### src/include/hdlc_tx_pkg.sv
// Shared types and constants of the serial async/HDLC transmitter
package hdlc_tx_pkg;

  // Fixed line patterns, as sent least significant bit first
  localparam logic [7:0]  FLAG_BYTE  = 8'h7e;
  localparam logic [7:0]  ABORT_BYTE = 8'hfe;
  localparam logic [7:0]  MARK_BYTE  = 8'hff;

  // Check sequence generators, reflected form, preset to ones
  localparam logic [31:0] CRC16_POLY = 32'h0000_8408;
  localparam logic [31:0] CRC32_POLY = 32'hedb8_8320;
  localparam logic [31:0] CRC_PRESET = 32'hffff_ffff;
  localparam logic [1:0]  CRC16_LAST = 2'h1;
  localparam logic [1:0]  CRC32_LAST = 2'h3;

  // Zero insertion after this many ones
  localparam logic [2:0]  ONES_MAX   = 3'h5;

  // Async oversampling divider end counts
  localparam logic [3:0]  DIV_SLOW   = 4'hf;
  localparam logic [3:0]  DIV_FAST   = 4'h7;

  // Serializer counts and frame positions
  localparam logic [3:0]  BYTE_REST  = 4'h7;
  localparam logic [3:0]  POS_AFT7   = 4'h8;
  localparam logic [3:0]  POS_AFT8   = 4'h9;
  localparam logic [7:0]  MASK7      = 8'h7f;
  localparam logic [7:0]  MASK8      = 8'hff;

  // Write strobe bit positions
  localparam int WR_BYTE = 0;
  localparam int WR_WORD = 1;
  localparam int WR_LONG = 2;

  // Transmit status codes
  localparam logic [1:0]  ST_EMPTY   = 2'h0;
  localparam logic [1:0]  ST_CRC     = 2'h1;
  localparam logic [1:0]  ST_ABORT   = 2'h2;
  localparam logic [1:0]  ST_CLOSE   = 2'h3;

  typedef enum logic [2:0] {
    H_IDLE  = 3'b000,
    H_OPEN  = 3'b001,
    H_DATA  = 3'b010,
    H_CRC   = 3'b011,
    H_CLOSE = 3'b100
  } hdlc_st_t;

  // Static configuration levels
  typedef struct packed {
    logic       hdlc;
    logic       wide_check_select;
    logic       irda;
    logic       mark_idle;
    logic       urun_abort;
    logic       fast;
    logic       short_character_select;
    logic       par_en;
    logic [1:0] par_sel;
  } tx_cfg_t;

  // One buffer byte with its tags
  typedef struct packed {
    logic       full;
    logic       eof_tag;
    logic       long_tag;
    logic [7:0] data;
  } slot_t;

  typedef struct packed {
    logic [3:0]  len;
    logic [11:0] bits;
  } frame_t;

endpackage

### src/design/hdlc_async_transmitter.sv
// Async character / HDLC frame transmitter with four-byte ripple buffer
//
// Our own choices: the write port with one strobe per access size and no address.
`timescale 1ns/100ps

module hdlc_async_transmitter (
  input  wire logic                  clk_i,
  input  wire logic                  rst_n_i,
  input  wire hdlc_tx_pkg::tx_cfg_t  cfg_i,
  input  wire logic                  tx_sync_i,
  input  wire logic                  tx_abort_i,
  input  wire logic                  clr_int_i,
  input  wire logic [2:0]            wr_i,
  input  wire logic [31:0]           wdata_i,
  input  wire logic [3:0]            tag_addr_i,
  input  wire logic [3:0]            tag_long_i,
  output logic      [3:0]            empty_o,
  output logic                       tx_data_o,
  output logic      [1:0]            tx_status_o,
  output logic                       txint_o,
  output logic                       tsync_o
);

  typedef struct packed {
    hdlc_tx_pkg::slot_t [3:0] slot;
    hdlc_tx_pkg::hdlc_st_t    hs;
    logic [11:0]              sh;
    logic [3:0]               cnt;
    logic [3:0]               div;
    logic [2:0]               ones;
    logic                     stf;
    logic                     crcon;
    logic                     abp;
    logic                     busy;
    logic                     pv;
    logic                     txd;
    logic                     tsync;
    logic                     irq;
    logic [31:0]              crc;
    logic [1:0]               ck;
    logic [1:0]               st;
    logic [1:0]               pst;
  } tx_state_t;

  tx_state_t s_r;
  tx_state_t s_nxt;
  logic      tick;
  logic      stuff;
  logic      ld;
  logic      pop;
  logic      purge;

  // One step of the reflected check generator
  function automatic logic [31:0] crc_step(input logic [31:0] c,
                                           input logic        b,
                                           input logic        w);
    logic [31:0] r;
    r = {1'b0, c[31:1]};
    if (!w) begin
      r[31:15] = '0;
    end
    if (c[0] ^ b) begin
      r = r ^ (w ? hdlc_tx_pkg::CRC32_POLY : hdlc_tx_pkg::CRC16_POLY);
    end
    return r;
  endfunction

  // Pack a written lane into a buffer slot
  function automatic hdlc_tx_pkg::slot_t mk_slot(input logic [7:0] d,
                                                 input logic       a,
                                                 input logic       l);
    return '{full: 1'b1, eof_tag: a, long_tag: l, data: d};
  endfunction

  // Build a whole async character, start bit in bit 0
  function automatic hdlc_tx_pkg::frame_t async_frame(
      input logic [7:0]           d,
      input logic                 a,
      input logic                 l,
      input hdlc_tx_pkg::tx_cfg_t c);
    hdlc_tx_pkg::frame_t f;
    logic [3:0]          p;
    logic                par;
    f.bits    = 12'hfff;
    f.bits[0] = 1'b0;
    f.len     = 4'h0;
    p = c.short_character_select ? hdlc_tx_pkg::POS_AFT7
                                 : hdlc_tx_pkg::POS_AFT8;
    for (int i = 0; i < 8; i++) begin
      if (i < 7 || !c.short_character_select) begin
        f.bits[i+1] = d[i];
      end
    end
    par = c.par_sel[1] ? c.par_sel[0]
        : (^(d & (c.short_character_select ? hdlc_tx_pkg::MASK7
                                           : hdlc_tx_pkg::MASK8)))
          ^ c.par_sel[0];
    if (c.par_en) begin
      f.bits[p] = par;
      p = p + 4'h1;
    end
    if (a) begin
      f.bits[p] = 1'b0;
      p = p + 4'h1;
    end else if (l) begin
      f.bits[p] = 1'b1;
      p = p + 4'h1;
    end
    f.len = p;   // Stop bit sits at p, already one
    return f;
  endfunction

  // Bit timing: HDLC runs at the enable rate, async divides it
  assign tick  = tx_sync_i && (cfg_i.hdlc ||
                 s_r.div == (cfg_i.fast ? hdlc_tx_pkg::DIV_FAST
                                        : hdlc_tx_pkg::DIV_SLOW));
  assign stuff = s_r.stf && s_r.ones == hdlc_tx_pkg::ONES_MAX;
  assign ld    = tick && cfg_i.hdlc && s_r.cnt == 4'h0 && !stuff;

  // Next-state logic: serializer, framing, buffer, interrupt
  always_comb begin
    logic [7:0]          u;
    logic                ustf;
    logic                ucrc;
    hdlc_tx_pkg::frame_t f;
    u     = hdlc_tx_pkg::FLAG_BYTE;
    ustf  = 1'b0;
    ucrc  = 1'b0;
    f     = '0;
    s_nxt = s_r;
    pop   = 1'b0;
    purge = 1'b0;
    s_nxt.tsync = 1'b0;
    if (tx_sync_i) begin
      s_nxt.div = (tick || cfg_i.hdlc) ? 4'h0 : s_r.div + 4'h1;
    end
    // Abort is held until the next byte edge; async ignores it
    if (tx_abort_i && cfg_i.hdlc && s_r.hs != hdlc_tx_pkg::H_IDLE) begin
      s_nxt.abp = 1'b1;
    end
    if (tick) begin
      s_nxt.tsync = cfg_i.hdlc || s_r.cnt != 4'h0;
      if (stuff) begin
        s_nxt.txd  = 1'b0;
        s_nxt.ones = 3'h0;
      end else if (s_r.cnt != 4'h0) begin
        s_nxt.txd = s_r.sh[0];
        s_nxt.sh  = {1'b1, s_r.sh[11:1]};
        s_nxt.cnt = s_r.cnt - 4'h1;
        if (s_r.stf) begin
          s_nxt.ones = s_r.sh[0] ? s_r.ones + 3'h1 : 3'h0;
        end
        if (s_r.crcon) begin
          s_nxt.crc = crc_step(s_r.crc, s_r.sh[0],
                               cfg_i.wide_check_select);
        end
      end else if (cfg_i.hdlc) begin
        // Byte edge: pick the next whole byte to send
        if (s_r.pv) begin
          s_nxt.st = s_r.pst;
          s_nxt.pv = 1'b0;
        end
        if (s_r.abp) begin
          u          = hdlc_tx_pkg::ABORT_BYTE;
          purge      = 1'b1;
          s_nxt.abp  = 1'b0;
          s_nxt.hs   = hdlc_tx_pkg::H_IDLE;
          s_nxt.pst  = hdlc_tx_pkg::ST_ABORT;
          s_nxt.pv   = 1'b1;
        end else begin
          unique case (s_r.hs)
            hdlc_tx_pkg::H_IDLE: begin
              if (s_r.slot[0].full) begin
                s_nxt.crc = hdlc_tx_pkg::CRC_PRESET;
                s_nxt.hs  = cfg_i.irda ? hdlc_tx_pkg::H_OPEN
                                       : hdlc_tx_pkg::H_DATA;
              end else if (cfg_i.mark_idle) begin
                u = hdlc_tx_pkg::MARK_BYTE;
              end
            end
            hdlc_tx_pkg::H_OPEN: begin
              s_nxt.hs = hdlc_tx_pkg::H_DATA;
            end
            hdlc_tx_pkg::H_DATA: begin
              if (s_r.slot[0].full) begin
                u        = s_r.slot[0].data;
                pop      = 1'b1;
                ustf     = 1'b1;
                ucrc     = 1'b1;
                s_nxt.st = hdlc_tx_pkg::ST_EMPTY;
                s_nxt.ck = 2'h0;
                if (s_r.slot[0].eof_tag) begin
                  s_nxt.hs = hdlc_tx_pkg::H_CRC;
                end else if (s_r.slot[0].long_tag) begin
                  s_nxt.hs = hdlc_tx_pkg::H_CLOSE;
                end
              end else begin
                s_nxt.hs = hdlc_tx_pkg::H_IDLE;
                s_nxt.pv = 1'b1;
                if (cfg_i.urun_abort) begin
                  u         = hdlc_tx_pkg::ABORT_BYTE;
                  s_nxt.pst = hdlc_tx_pkg::ST_ABORT;
                end else begin
                  s_nxt.pst = hdlc_tx_pkg::ST_CLOSE;
                end
              end
            end
            hdlc_tx_pkg::H_CRC: begin
              u        = ~s_r.crc[{s_r.ck, 3'b000} +: 8];
              ustf     = 1'b1;
              s_nxt.ck = s_r.ck + 2'h1;
              if (s_r.ck == (cfg_i.wide_check_select
                             ? hdlc_tx_pkg::CRC32_LAST
                             : hdlc_tx_pkg::CRC16_LAST)) begin
                s_nxt.hs  = hdlc_tx_pkg::H_CLOSE;
                s_nxt.pst = hdlc_tx_pkg::ST_CRC;
                s_nxt.pv  = 1'b1;
              end
            end
            hdlc_tx_pkg::H_CLOSE: begin
              s_nxt.hs  = hdlc_tx_pkg::H_IDLE;
              s_nxt.pst = hdlc_tx_pkg::ST_CLOSE;
              s_nxt.pv  = 1'b1;
            end
            default: begin
              s_nxt.hs = hdlc_tx_pkg::H_IDLE;
            end
          endcase
        end
        // Flags and aborts bypass the zero inserter
        s_nxt.txd   = u[0];
        s_nxt.sh    = {5'h1f, u[7:1]};
        s_nxt.cnt   = hdlc_tx_pkg::BYTE_REST;
        s_nxt.stf   = ustf;
        s_nxt.crcon = ucrc;
        s_nxt.ones  = (ustf && u[0]) ? (s_r.stf ? s_r.ones + 3'h1
                                                : 3'h1) : 3'h0;
        if (ucrc) begin
          s_nxt.crc = crc_step(s_nxt.crc, u[0],
                               cfg_i.wide_check_select);
        end
      end else if (s_r.slot[0].full) begin
        // Async: a whole character leaves the buffer at once
        f = async_frame(s_r.slot[0].data, s_r.slot[0].eof_tag,
                        s_r.slot[0].long_tag, cfg_i);
        pop         = 1'b1;
        s_nxt.txd   = f.bits[0];
        s_nxt.sh    = {1'b1, f.bits[11:1]};
        s_nxt.cnt   = f.len;
        s_nxt.stf   = 1'b0;
        s_nxt.crcon = 1'b0;
        s_nxt.busy  = 1'b1;
        s_nxt.tsync = 1'b1;
      end else begin
        s_nxt.txd  = 1'b1;
        s_nxt.busy = 1'b0;
      end
    end
    if (!cfg_i.hdlc) begin
      s_nxt.st = {s_nxt.busy, 1'b0};
      s_nxt.hs = hdlc_tx_pkg::H_IDLE;
    end
    // Buffer: take, ripple one step right, then accept a write
    if (pop) begin
      s_nxt.slot[0].full = 1'b0;
    end
    for (int i = 0; i < 3; i++) begin
      if (!s_nxt.slot[i].full && s_r.slot[i+1].full) begin
        s_nxt.slot[i]        = s_r.slot[i+1];
        s_nxt.slot[i+1].full = 1'b0;
      end
    end
    if (purge) begin
      for (int i = 0; i < 4; i++) begin
        s_nxt.slot[i].full = 1'b0;
      end
    end
    if (wr_i[hdlc_tx_pkg::WR_BYTE]) begin
      s_nxt.slot[3] = mk_slot(wdata_i[7:0], tag_addr_i[0],
                              tag_long_i[0]);
    end else if (wr_i[hdlc_tx_pkg::WR_WORD]) begin
      for (int k = 0; k < 2; k++) begin
        s_nxt.slot[k+2] = mk_slot(wdata_i[8*k +: 8], tag_addr_i[k],
                                  tag_long_i[k]);
      end
    end else if (wr_i[hdlc_tx_pkg::WR_LONG]) begin
      for (int k = 0; k < 4; k++) begin
        s_nxt.slot[k] = mk_slot(wdata_i[8*k +: 8], tag_addr_i[k],
                                tag_long_i[k]);
      end
    end
    // Interrupt: an event in the clearing cycle still sets it
    if (pop || s_nxt.st != s_r.st) begin
      s_nxt.irq = 1'b1;
    end else if (clr_int_i || wr_i != 3'h0) begin
      s_nxt.irq = 1'b0;
    end
  end

  // State register, idle line high after reset
  always_ff @(posedge clk_i) begin
    if (!rst_n_i) begin
      s_r     <= '0;
      s_r.txd <= 1'b1;
    end else begin
      s_r <= s_nxt;
    end
  end

  // Outputs straight from the state register
  for (genvar g = 0; g < 4; g++) begin : g_empty
    assign empty_o[g] = ~s_r.slot[g].full;
  end
  assign tx_data_o   = s_r.txd;
  assign tx_status_o = s_r.st;
  assign txint_o     = s_r.irq;
  assign tsync_o     = s_r.tsync;
endmodule

### config.mk
export PLATFORM = sky130hd
export DESIGN_NAME = hdlc_async_transmitter
export DESIGN_NICKNAME = d
export VERILOG_FILES = /design/src/include/hdlc_tx_pkg.sv /design/src/design/hdlc_async_transmitter.sv
export SDC_FILE = /design/constraint.sdc
export NUM_CORES = 1
export LEC_CHECK = 0
export ABC_AREA = 1
export BUFFER_PORTS_ARGS = -buffer_cell sky130_fd_sc_hd__buf_2
export CAP_MARGIN = 20
export CORE_MARGIN = 8
export CORE_UTILIZATION = 44
export DETAILED_ROUTE_END_ITERATION = 6
export HOLD_SLACK_MARGIN = 0.06
export SLEW_MARGIN = 20
export SYNTH_ARGS = -nofsm -noshare
export SYNTH_HDL_FRONTEND = slang
export SYNTH_SLANG_ARGS = --single-unit
### constraint.sdc
create_clock -name clk_i -period 3.6 [get_ports clk_i]
set_input_delay 0.36 -clock clk_i [delete_from_list [all_inputs] [get_ports clk_i]]
set_output_delay 0.36 -clock clk_i [all_outputs]
set_load 0.02 [all_outputs]
* Yosys cells after proc, flatten, opt, wreduce, memory -nomap -nowiden
Index checks and enable logic that the tools add are counted.
** Word-level totals
- Register bits after elaboration :: 116
- Bits in latches :: 0
- RAM bits :: 0
- ROM bits :: 0
- Input port bits :: 58
- Output and inout bits :: 9
- Logic and storage cells :: 313
- Memories :: 0
** Operators by class
- Add/sub/neg operators :: 6
- Multiply operators :: 0
- Divide/modulo/power cells :: 0
- Order comparisons :: 4
- Equal/unequal tests :: 17
- Shifts and indexed selects :: 1
- Multiplexer cells :: 196
- Bitwise gates (word level) :: 16
- Reductions and logical operators :: 40
** Operators with widths (number)
- 2-to-1 mux 32 bit :: 8
- 2-to-1 mux 36 bit :: 5
- 2-to-1 mux 17 bit :: 9
- 2-to-1 mux 12 bit :: 8
- 2-to-1 mux 1 bit :: 93
- 2-to-1 mux 16 bit :: 5
- 2-to-1 mux 8 bit :: 10
- bitwise XOR 32 bit :: 2
- 2-to-1 mux 4 bit :: 14
- 2-to-1 mux 3 bit :: 15
- 2-to-1 mux 11 bit :: 4
- 2-to-1 mux 22 bit :: 2
- 2-to-1 mux 44 bit :: 1
- 2-to-1 mux 38 bit :: 1
- 2-to-1 mux 33 bit :: 1
- variable part select 32 x 6 -> 8 bit :: 1
- one-hot mux 8 bit (3 select lines) :: 1
- AND reduction 7 bit :: 3
- 2-to-1 mux 2 bit :: 10
- adder 4 x 1 -> 4 bit (second input constant) :: 3
- bitwise AND 12 bit :: 1
- bitwise mux 12 bit :: 1
- inequality test 3 bit (second input constant) :: 4
- inverter 12 bit :: 1
- other kinds (40) :: 77

* Logic depth before layout (Yosys ltp)
- Word-level depth :: 25
- Depth in mapped cells :: 16
- Depth with buffers taken out :: 15

* Worst setup path before layout
Ideal clock, no wire load.
- Path kind :: register to register
- Start point :: register s_r[53] (netlist bit)
- End point :: register s_r (netlist bit txint_o)
- Library setup time :: 0.128 ns
- Arrival :: 1.615 ns
- Required time :: 3.472 ns
- Setup slack :: 1.857 ns
- Stages on the path, launching flop included :: 14
- Path buffers :: 0
- Clock period less this slack :: 1.743 ns
- Cell sequence :: dfxtp_1 -> inv_1 -> ha_1 -> nand2_1 -> nor2_1 -> nand2_2 -> nor2_2 -> o21ai_0 -> nand2_1 -> nand2_1 -> nand2_1 -> nand3_1 -> nor2_1 -> nor2_1
** Between the ends
- Cells in the longest elaborated chain, start to end :: 8
- Elaborated cells on any way between the ends :: 15
- Those cells by class :: eq/ne (1); mux (11); reduce/logical (3)
** RTL lines
- start: declaration :: line hdlc_async_transmitter.sv:45 : tx_state_t s_r;
- start signal: assignment :: line hdlc_async_transmitter.sv:306 : s_r <= s_nxt;
- nonzero test 4 bit (*) :: line hdlc_async_transmitter.sv:146 : end else if (s_r.cnt != 4'h0) begin
- 2-to-1 mux 4 bit or 2-to-1 mux 3 bit (tied branches) :: line hdlc_async_transmitter.sv:146
- 2-to-1 mux 4 bit or 2-to-1 mux 3 bit (tied branches) :: line hdlc_async_transmitter.sv:143 : if (stuff) begin
- 2-to-1 mux 4 bit or 2-to-1 mux 5 bit (tied branches) :: line hdlc_async_transmitter.sv:141 : if (tick) begin
- 2-to-1 mux 2 bit :: line hdlc_async_transmitter.sv:259 : if (!cfg_i.hdlc) begin
- inequality test 2 bit :: line hdlc_async_transmitter.sv:293 : if (pop || s_nxt.st != s_r.st) begin
- logical OR 1 bit (*) :: line hdlc_async_transmitter.sv:293
- 2-to-1 mux 1 bit or nonzero test 2 bit (tied branches)
Every way passes the cells marked *; elsewhere a longest branch is shown, timed or not.
A chain may end at the register's enable or synchronous reset.

* Worst setup path in the final report
- Start point :: register s_r[53] (netlist bit)
- End point :: register s_r[75] (netlist bit)
** Between the ends
- Cells in the longest elaborated chain, start to end :: 11
** RTL lines
- nonzero test 4 bit (*) :: line hdlc_async_transmitter.sv:146
- 2-to-1 mux 1 bit (*) :: line hdlc_async_transmitter.sv:146
- 2-to-1 mux 1 bit (*) :: line hdlc_async_transmitter.sv:143
- 2-to-1 mux 1 bit (*) :: line hdlc_async_transmitter.sv:141
- 2-to-1 mux 1 bit (*) :: line hdlc_async_transmitter.sv:264 : if (pop) begin
- logical NOT 1 bit (*) :: line hdlc_async_transmitter.sv:268 : if (!s_nxt.slot[i].full && s_r.slot[i+1].full) begin
- logical AND 1 bit (*) :: line hdlc_async_transmitter.sv:268
- 2-to-1 mux 11 bit (*) :: line hdlc_async_transmitter.sv:268
- 2-to-1 mux 44 bit :: line hdlc_async_transmitter.sv:286 : end else if (wr_i[hdlc_tx_pkg::WR_LONG]) begin
- 2-to-1 mux 22 bit :: line hdlc_async_transmitter.sv:281 : end else if (wr_i[hdlc_tx_pkg::WR_WORD]) begin
- 2-to-1 mux 33 bit (*) :: line hdlc_async_transmitter.sv:278 : if (wr_i[hdlc_tx_pkg::WR_BYTE]) begin
Every way passes the cells marked *; elsewhere a longest branch is shown, timed or not. The select of a mux whose other input is x is not followed.

==> summary.md <==
| Metric | Value |
|---|---|
| Post-synthesis register bit count | `around 120` |
| CTS Root Cell | `sky130_fd_sc_hd__clkbuf_16` |
| Bufs on Longest Clock Path | `2` |
| Mean cell area of the mapped netlist | `6.64 µm²` |
| CTS H-Tree Depth | `4` |
| TritonCTS clock tree | `done` |
| Final hold slack | `211 ps` |
| Cell-internal power | `2.62 mW` |
| Effective utilization at floorplan | `45.1%` |
| Top-level I/O count | `67` |
| Fin worst setup slack | `932 ps` |
| Routed length per placed instance | `15.8 µm` |
| CP startpoint kind | `flip-flop` |
| Wirelength, routed | `roughly 21000 µm` |
| Net switching power figure | `between 1 and 1.5 mW` |
| Synthesis-to-finish area growth | `13.1%` |
| Logic gate share of total power | `18.8%` |
| Pins Over Slew Limit | `0` |
| Gate Count Post-Synth | `about 1.1k` |
| Synth Net Count | `1149` |
| TritonCTS Buffers | `17` |
| Seq pwr share | `37.4%` |
| First-pass DRT Iterations | `5` |
| Synth async-reset ratio | `0%` |
| Max-slew headroom | `just over 40%` |
| Critical path data arrival time | `slightly below 3000 ps` |
| Number of DRC markers in iteration 0 | `around 480` |
| Post-place setup slack | `936 ps` |
| Netlist cell types | `50` |
| Vias in the first global route | `6833` |
| Number of maximum-capacitance violations | `0` |
| Fraction of power spent switching nets | `31.7%` |
| Total global routing overflow | `0` |
| Class of the tightest hold or removal check | `input pin to flip-flop` |
| Clock network latency to the later pin of the worst-skew pair | `between 400 and 500 ps` |
| Minimum clock period after layout | `2670 ps` |
| Overall via count from detail_route | `7312` |
| Area of the die | `0.0207 mm²` |
| Unrepaired setup endpoints after global routing | `false` |
| Category of the most critical setup path | `flip-flop to flip-flop` |
| Outcome | `finished clean` |
| Detailed-route DRC error count | `0` |
| Standby leakage power | `3.32 nW` |
| Wire length of the first global-routing pass | `34800 µm` |
| Site row count | `46` |
| Post-cts gate resize count | `0` |
| Final nets | `1178` |
| Height of the chip | `144 µm` |
| Top cell type by total area after synthesis | `sky130_fd_sc_hd__dfxtp_1` |
| Avg Vias per Cell | `5.46` |
| CP Capture Type | `flip-flop` |
| Placed wire-length estimate | `15400 µm` |
| Sequential element share of the synthesized area | `32.3%` |
| Critical Path RT | `roughly 3900 ps` |
| Chip Width | `144 µm` |
| Number of warnings issued by yosys | `0` |
| Weighted congestion reported at the end of routability-driven placement | `0.828` |
| Setup violators final | `0` |
| Final TNS setup | `0 ps` |
| Post-Syn Area | `0.00718 mm²` |
| Hold violation count in the final report | `0` |
| Number of synthesized flops with an enable pin | `0` |
| Sinks on Clock Net | `116` |
| Largest net degree at the start of global routing | `56` |
| Area fraction of the dominant cell type after synthesis | `about a third` |
| Worst-margin pin slew | `877 ps` |
| Predominant post-synthesis flop cell | `sky130_fd_sc_hd__dfxtp_1` |
| CTS clock-pin slew for the worst setup and hold paths | `60 ps` |
| Ratio of total power to cell area | `472 mW/mm²` |
| Area of the core | `about 0.016 mm²` |
| Critical path fanouts, max | `21` |
| Top post-synthesis cells by area | `sky130_fd_sc_hd__dfxtp_1 (32%), sky130_fd_sc_hd__nand2_1 (13%), sky130_fd_sc_hd__o21ai_0 (7.6%), sky130_fd_sc_hd__a21oi_1 (7.3%), sky130_fd_sc_hd__inv_1 (5.5%)` |
| Worst clock skew on the final layout | `12.5 ps` |
| Number of nets with antenna violations after routing | `0` |
| Overall fraction of global-route tracks in use | `around a fifth` |
| Clk network pwr share | `43.8%` |
| Post-CTS setup buffers | `0` |
| Initial antenna violation count | `0` |
| Max Fclk | `0.375 GHz` |
| Number of hold-repair buffers added at the cts stage | `0` |
| Post-route clock period utilization | `74.1%` |
| IR Drop Worst-Case VDD | `0.365 mV` |
| Total of buffers placed on input and output ports | `between 60 and 70` |
| Share of final-layout standard cells stronger than drive strength 1 | `14.2%` |
==> through the flow <==
step | power (mW) | util (%) | area [µm²] | instances
floorplan | 1.99 | - | 7180 | 1082
global placement | 2.17 | 47.3 | 7540 | 1308
detailed placement | 2.18 | 47.3 | 7540 | 1308
CTS | 3.86 | 50.9 | 8120 | 1339
global route | 4.02 | 50.9 | 8120 | 1339
finish | 3.84 | 50.9 | 8120 | 1340
==> kinds of logic (layout without fill, tap and decap cells) <==
| group | Yosys count | count (layout) | share of synthesized area (%) |
|---|---|---|---|
| AOI/OAI and AO/OA | 333 | 333 | 27.4 |
| xor gates and xnor gates | 8 | 8 | 0.975 |
| adders and majority gates | 9 | 9 | 1.57 |
| buffers and inverters | 189 | 230 | 11.1 |
| DFF | 116 | 116 | 32.3 |
| muxes | 1 | 1 | 0.139 |
| other | 0 | 1 | 0 |
| and+or+nand+nor | 426 | 426 | 26.5 |
==> cells in the mapped netlist (4+ instances only) <==
cell	count
sky130_fd_sc_hd__nand2_2	10
sky130_fd_sc_hd__inv_2	12
sky130_fd_sc_hd__o22ai_1	5
sky130_fd_sc_hd__nand2_1	250
sky130_fd_sc_hd__buf_1	4
sky130_fd_sc_hd__dfxtp_1	116
sky130_fd_sc_hd__a221oi_1	14
sky130_fd_sc_hd__buf_6	5
sky130_fd_sc_hd__nand3_1	77
sky130_fd_sc_hd__nor2_2	6
sky130_fd_sc_hd__buf_4	6
sky130_fd_sc_hd__a31oi_1	43
sky130_fd_sc_hd__o211ai_1	11
sky130_fd_sc_hd__a22oi_1	11
sky130_fd_sc_hd__a21oi_1	105
sky130_fd_sc_hd__clkbuf_1	33
sky130_fd_sc_hd__xor2_1	7
sky130_fd_sc_hd__nand3b_1	11
sky130_fd_sc_hd__o21ai_0	109
sky130_fd_sc_hd__a41oi_1	6
sky130_fd_sc_hd__a22o_1	7
sky130_fd_sc_hd__a211oi_1	11
sky130_fd_sc_hd__buf_2	18
sky130_fd_sc_hd__ha_1	9
sky130_fd_sc_hd__nor3_1	6
sky130_fd_sc_hd__nor2_1	49
sky130_fd_sc_hd__inv_1	106
==> sequential cells by signal, indices dropped and copies added, names as in the netlist <==
signal / cells
tsync_o: 1
tx_status_o: 2
txint_o: 1
tx_data_o: 1
s_r: 111
==> layout by cell type (no fill, tap or decap), types with 14 or more instances in the layout <==
cell type and n:
sky130_fd_sc_hd__nor2_1 48, sky130_fd_sc_hd__dfxtp_1 116, sky130_fd_sc_hd__o21ai_0 109, sky130_fd_sc_hd__nand3_1 77, sky130_fd_sc_hd__inv_1 104, sky130_fd_sc_hd__inv_2 14
sky130_fd_sc_hd__a221oi_1 14, sky130_fd_sc_hd__a21oi_1 105, sky130_fd_sc_hd__a31oi_1 43, sky130_fd_sc_hd__nand2_1 250, sky130_fd_sc_hd__clkbuf_16 17, sky130_fd_sc_hd__buf_2 66
==> area by class of cell <==
type	count	area (µm²)
timing repair buffer	78	420
fill	1635	7820
inverter	121	458
clock buffer	17	425
tap	216	270
multi-input combinational	777	4070
sequential	116	2320
clock inverter	14	158
antenna	1	2.50
==> critical path: stages, from the launching register on <==
cell	delay, ps
sky130_fd_sc_hd__dfxtp_1	350
sky130_fd_sc_hd__inv_1	80
sky130_fd_sc_hd__ha_1	200
sky130_fd_sc_hd__nand2_1	590
sky130_fd_sc_hd__a21oi_1	170
sky130_fd_sc_hd__nand3_2	180
sky130_fd_sc_hd__nand2_2	70
sky130_fd_sc_hd__nand2_1	300
sky130_fd_sc_hd__clkinv_1	350
sky130_fd_sc_hd__nand2_1	140
sky130_fd_sc_hd__a31oi_1	80
==> power groups by stage <==
stage          Sequential, mW  Combinational (mW)  Clock [mW]
6_report                 1.43               0.722        1.68
5_1_grt                  1.45               0.809        1.77
4_1_cts                  1.43               0.721        1.71
3_5_place_dp             1.46               0.716           0
3_3_place_gp             1.46               0.714           0
2_1_floorplan            1.44               0.550           0
==> routing by layer <==
| metal | vias to the layer above | global-route usage (%) | wire length (µm) |
|---|---|---|---|
| li1 | 3745 | - | - |
| met1 | 3314 | 27.0 | 9850 |
| met2 | 220 | 33.9 | 9730 |
| met3 | 33 | 4.68 | 1150 |
| met4 | 0 | 7.80 | 456 |
| met5 | - | 0 | 0 |
==> worst paths after layout <==
check / from / to / slack (ps) / cells past startpoint
max: s_r[53] / s_r[75] / 930 / 10
min: tag_long_i[3] / s_r[113] / 210 / 3
max reg2reg: s_r[53] / s_r[75] / 930 / 10
min reg2reg: s_r[64] / s_r[64] / 470 / 2
Note: power is estimated with default switching activity, not from simulation.
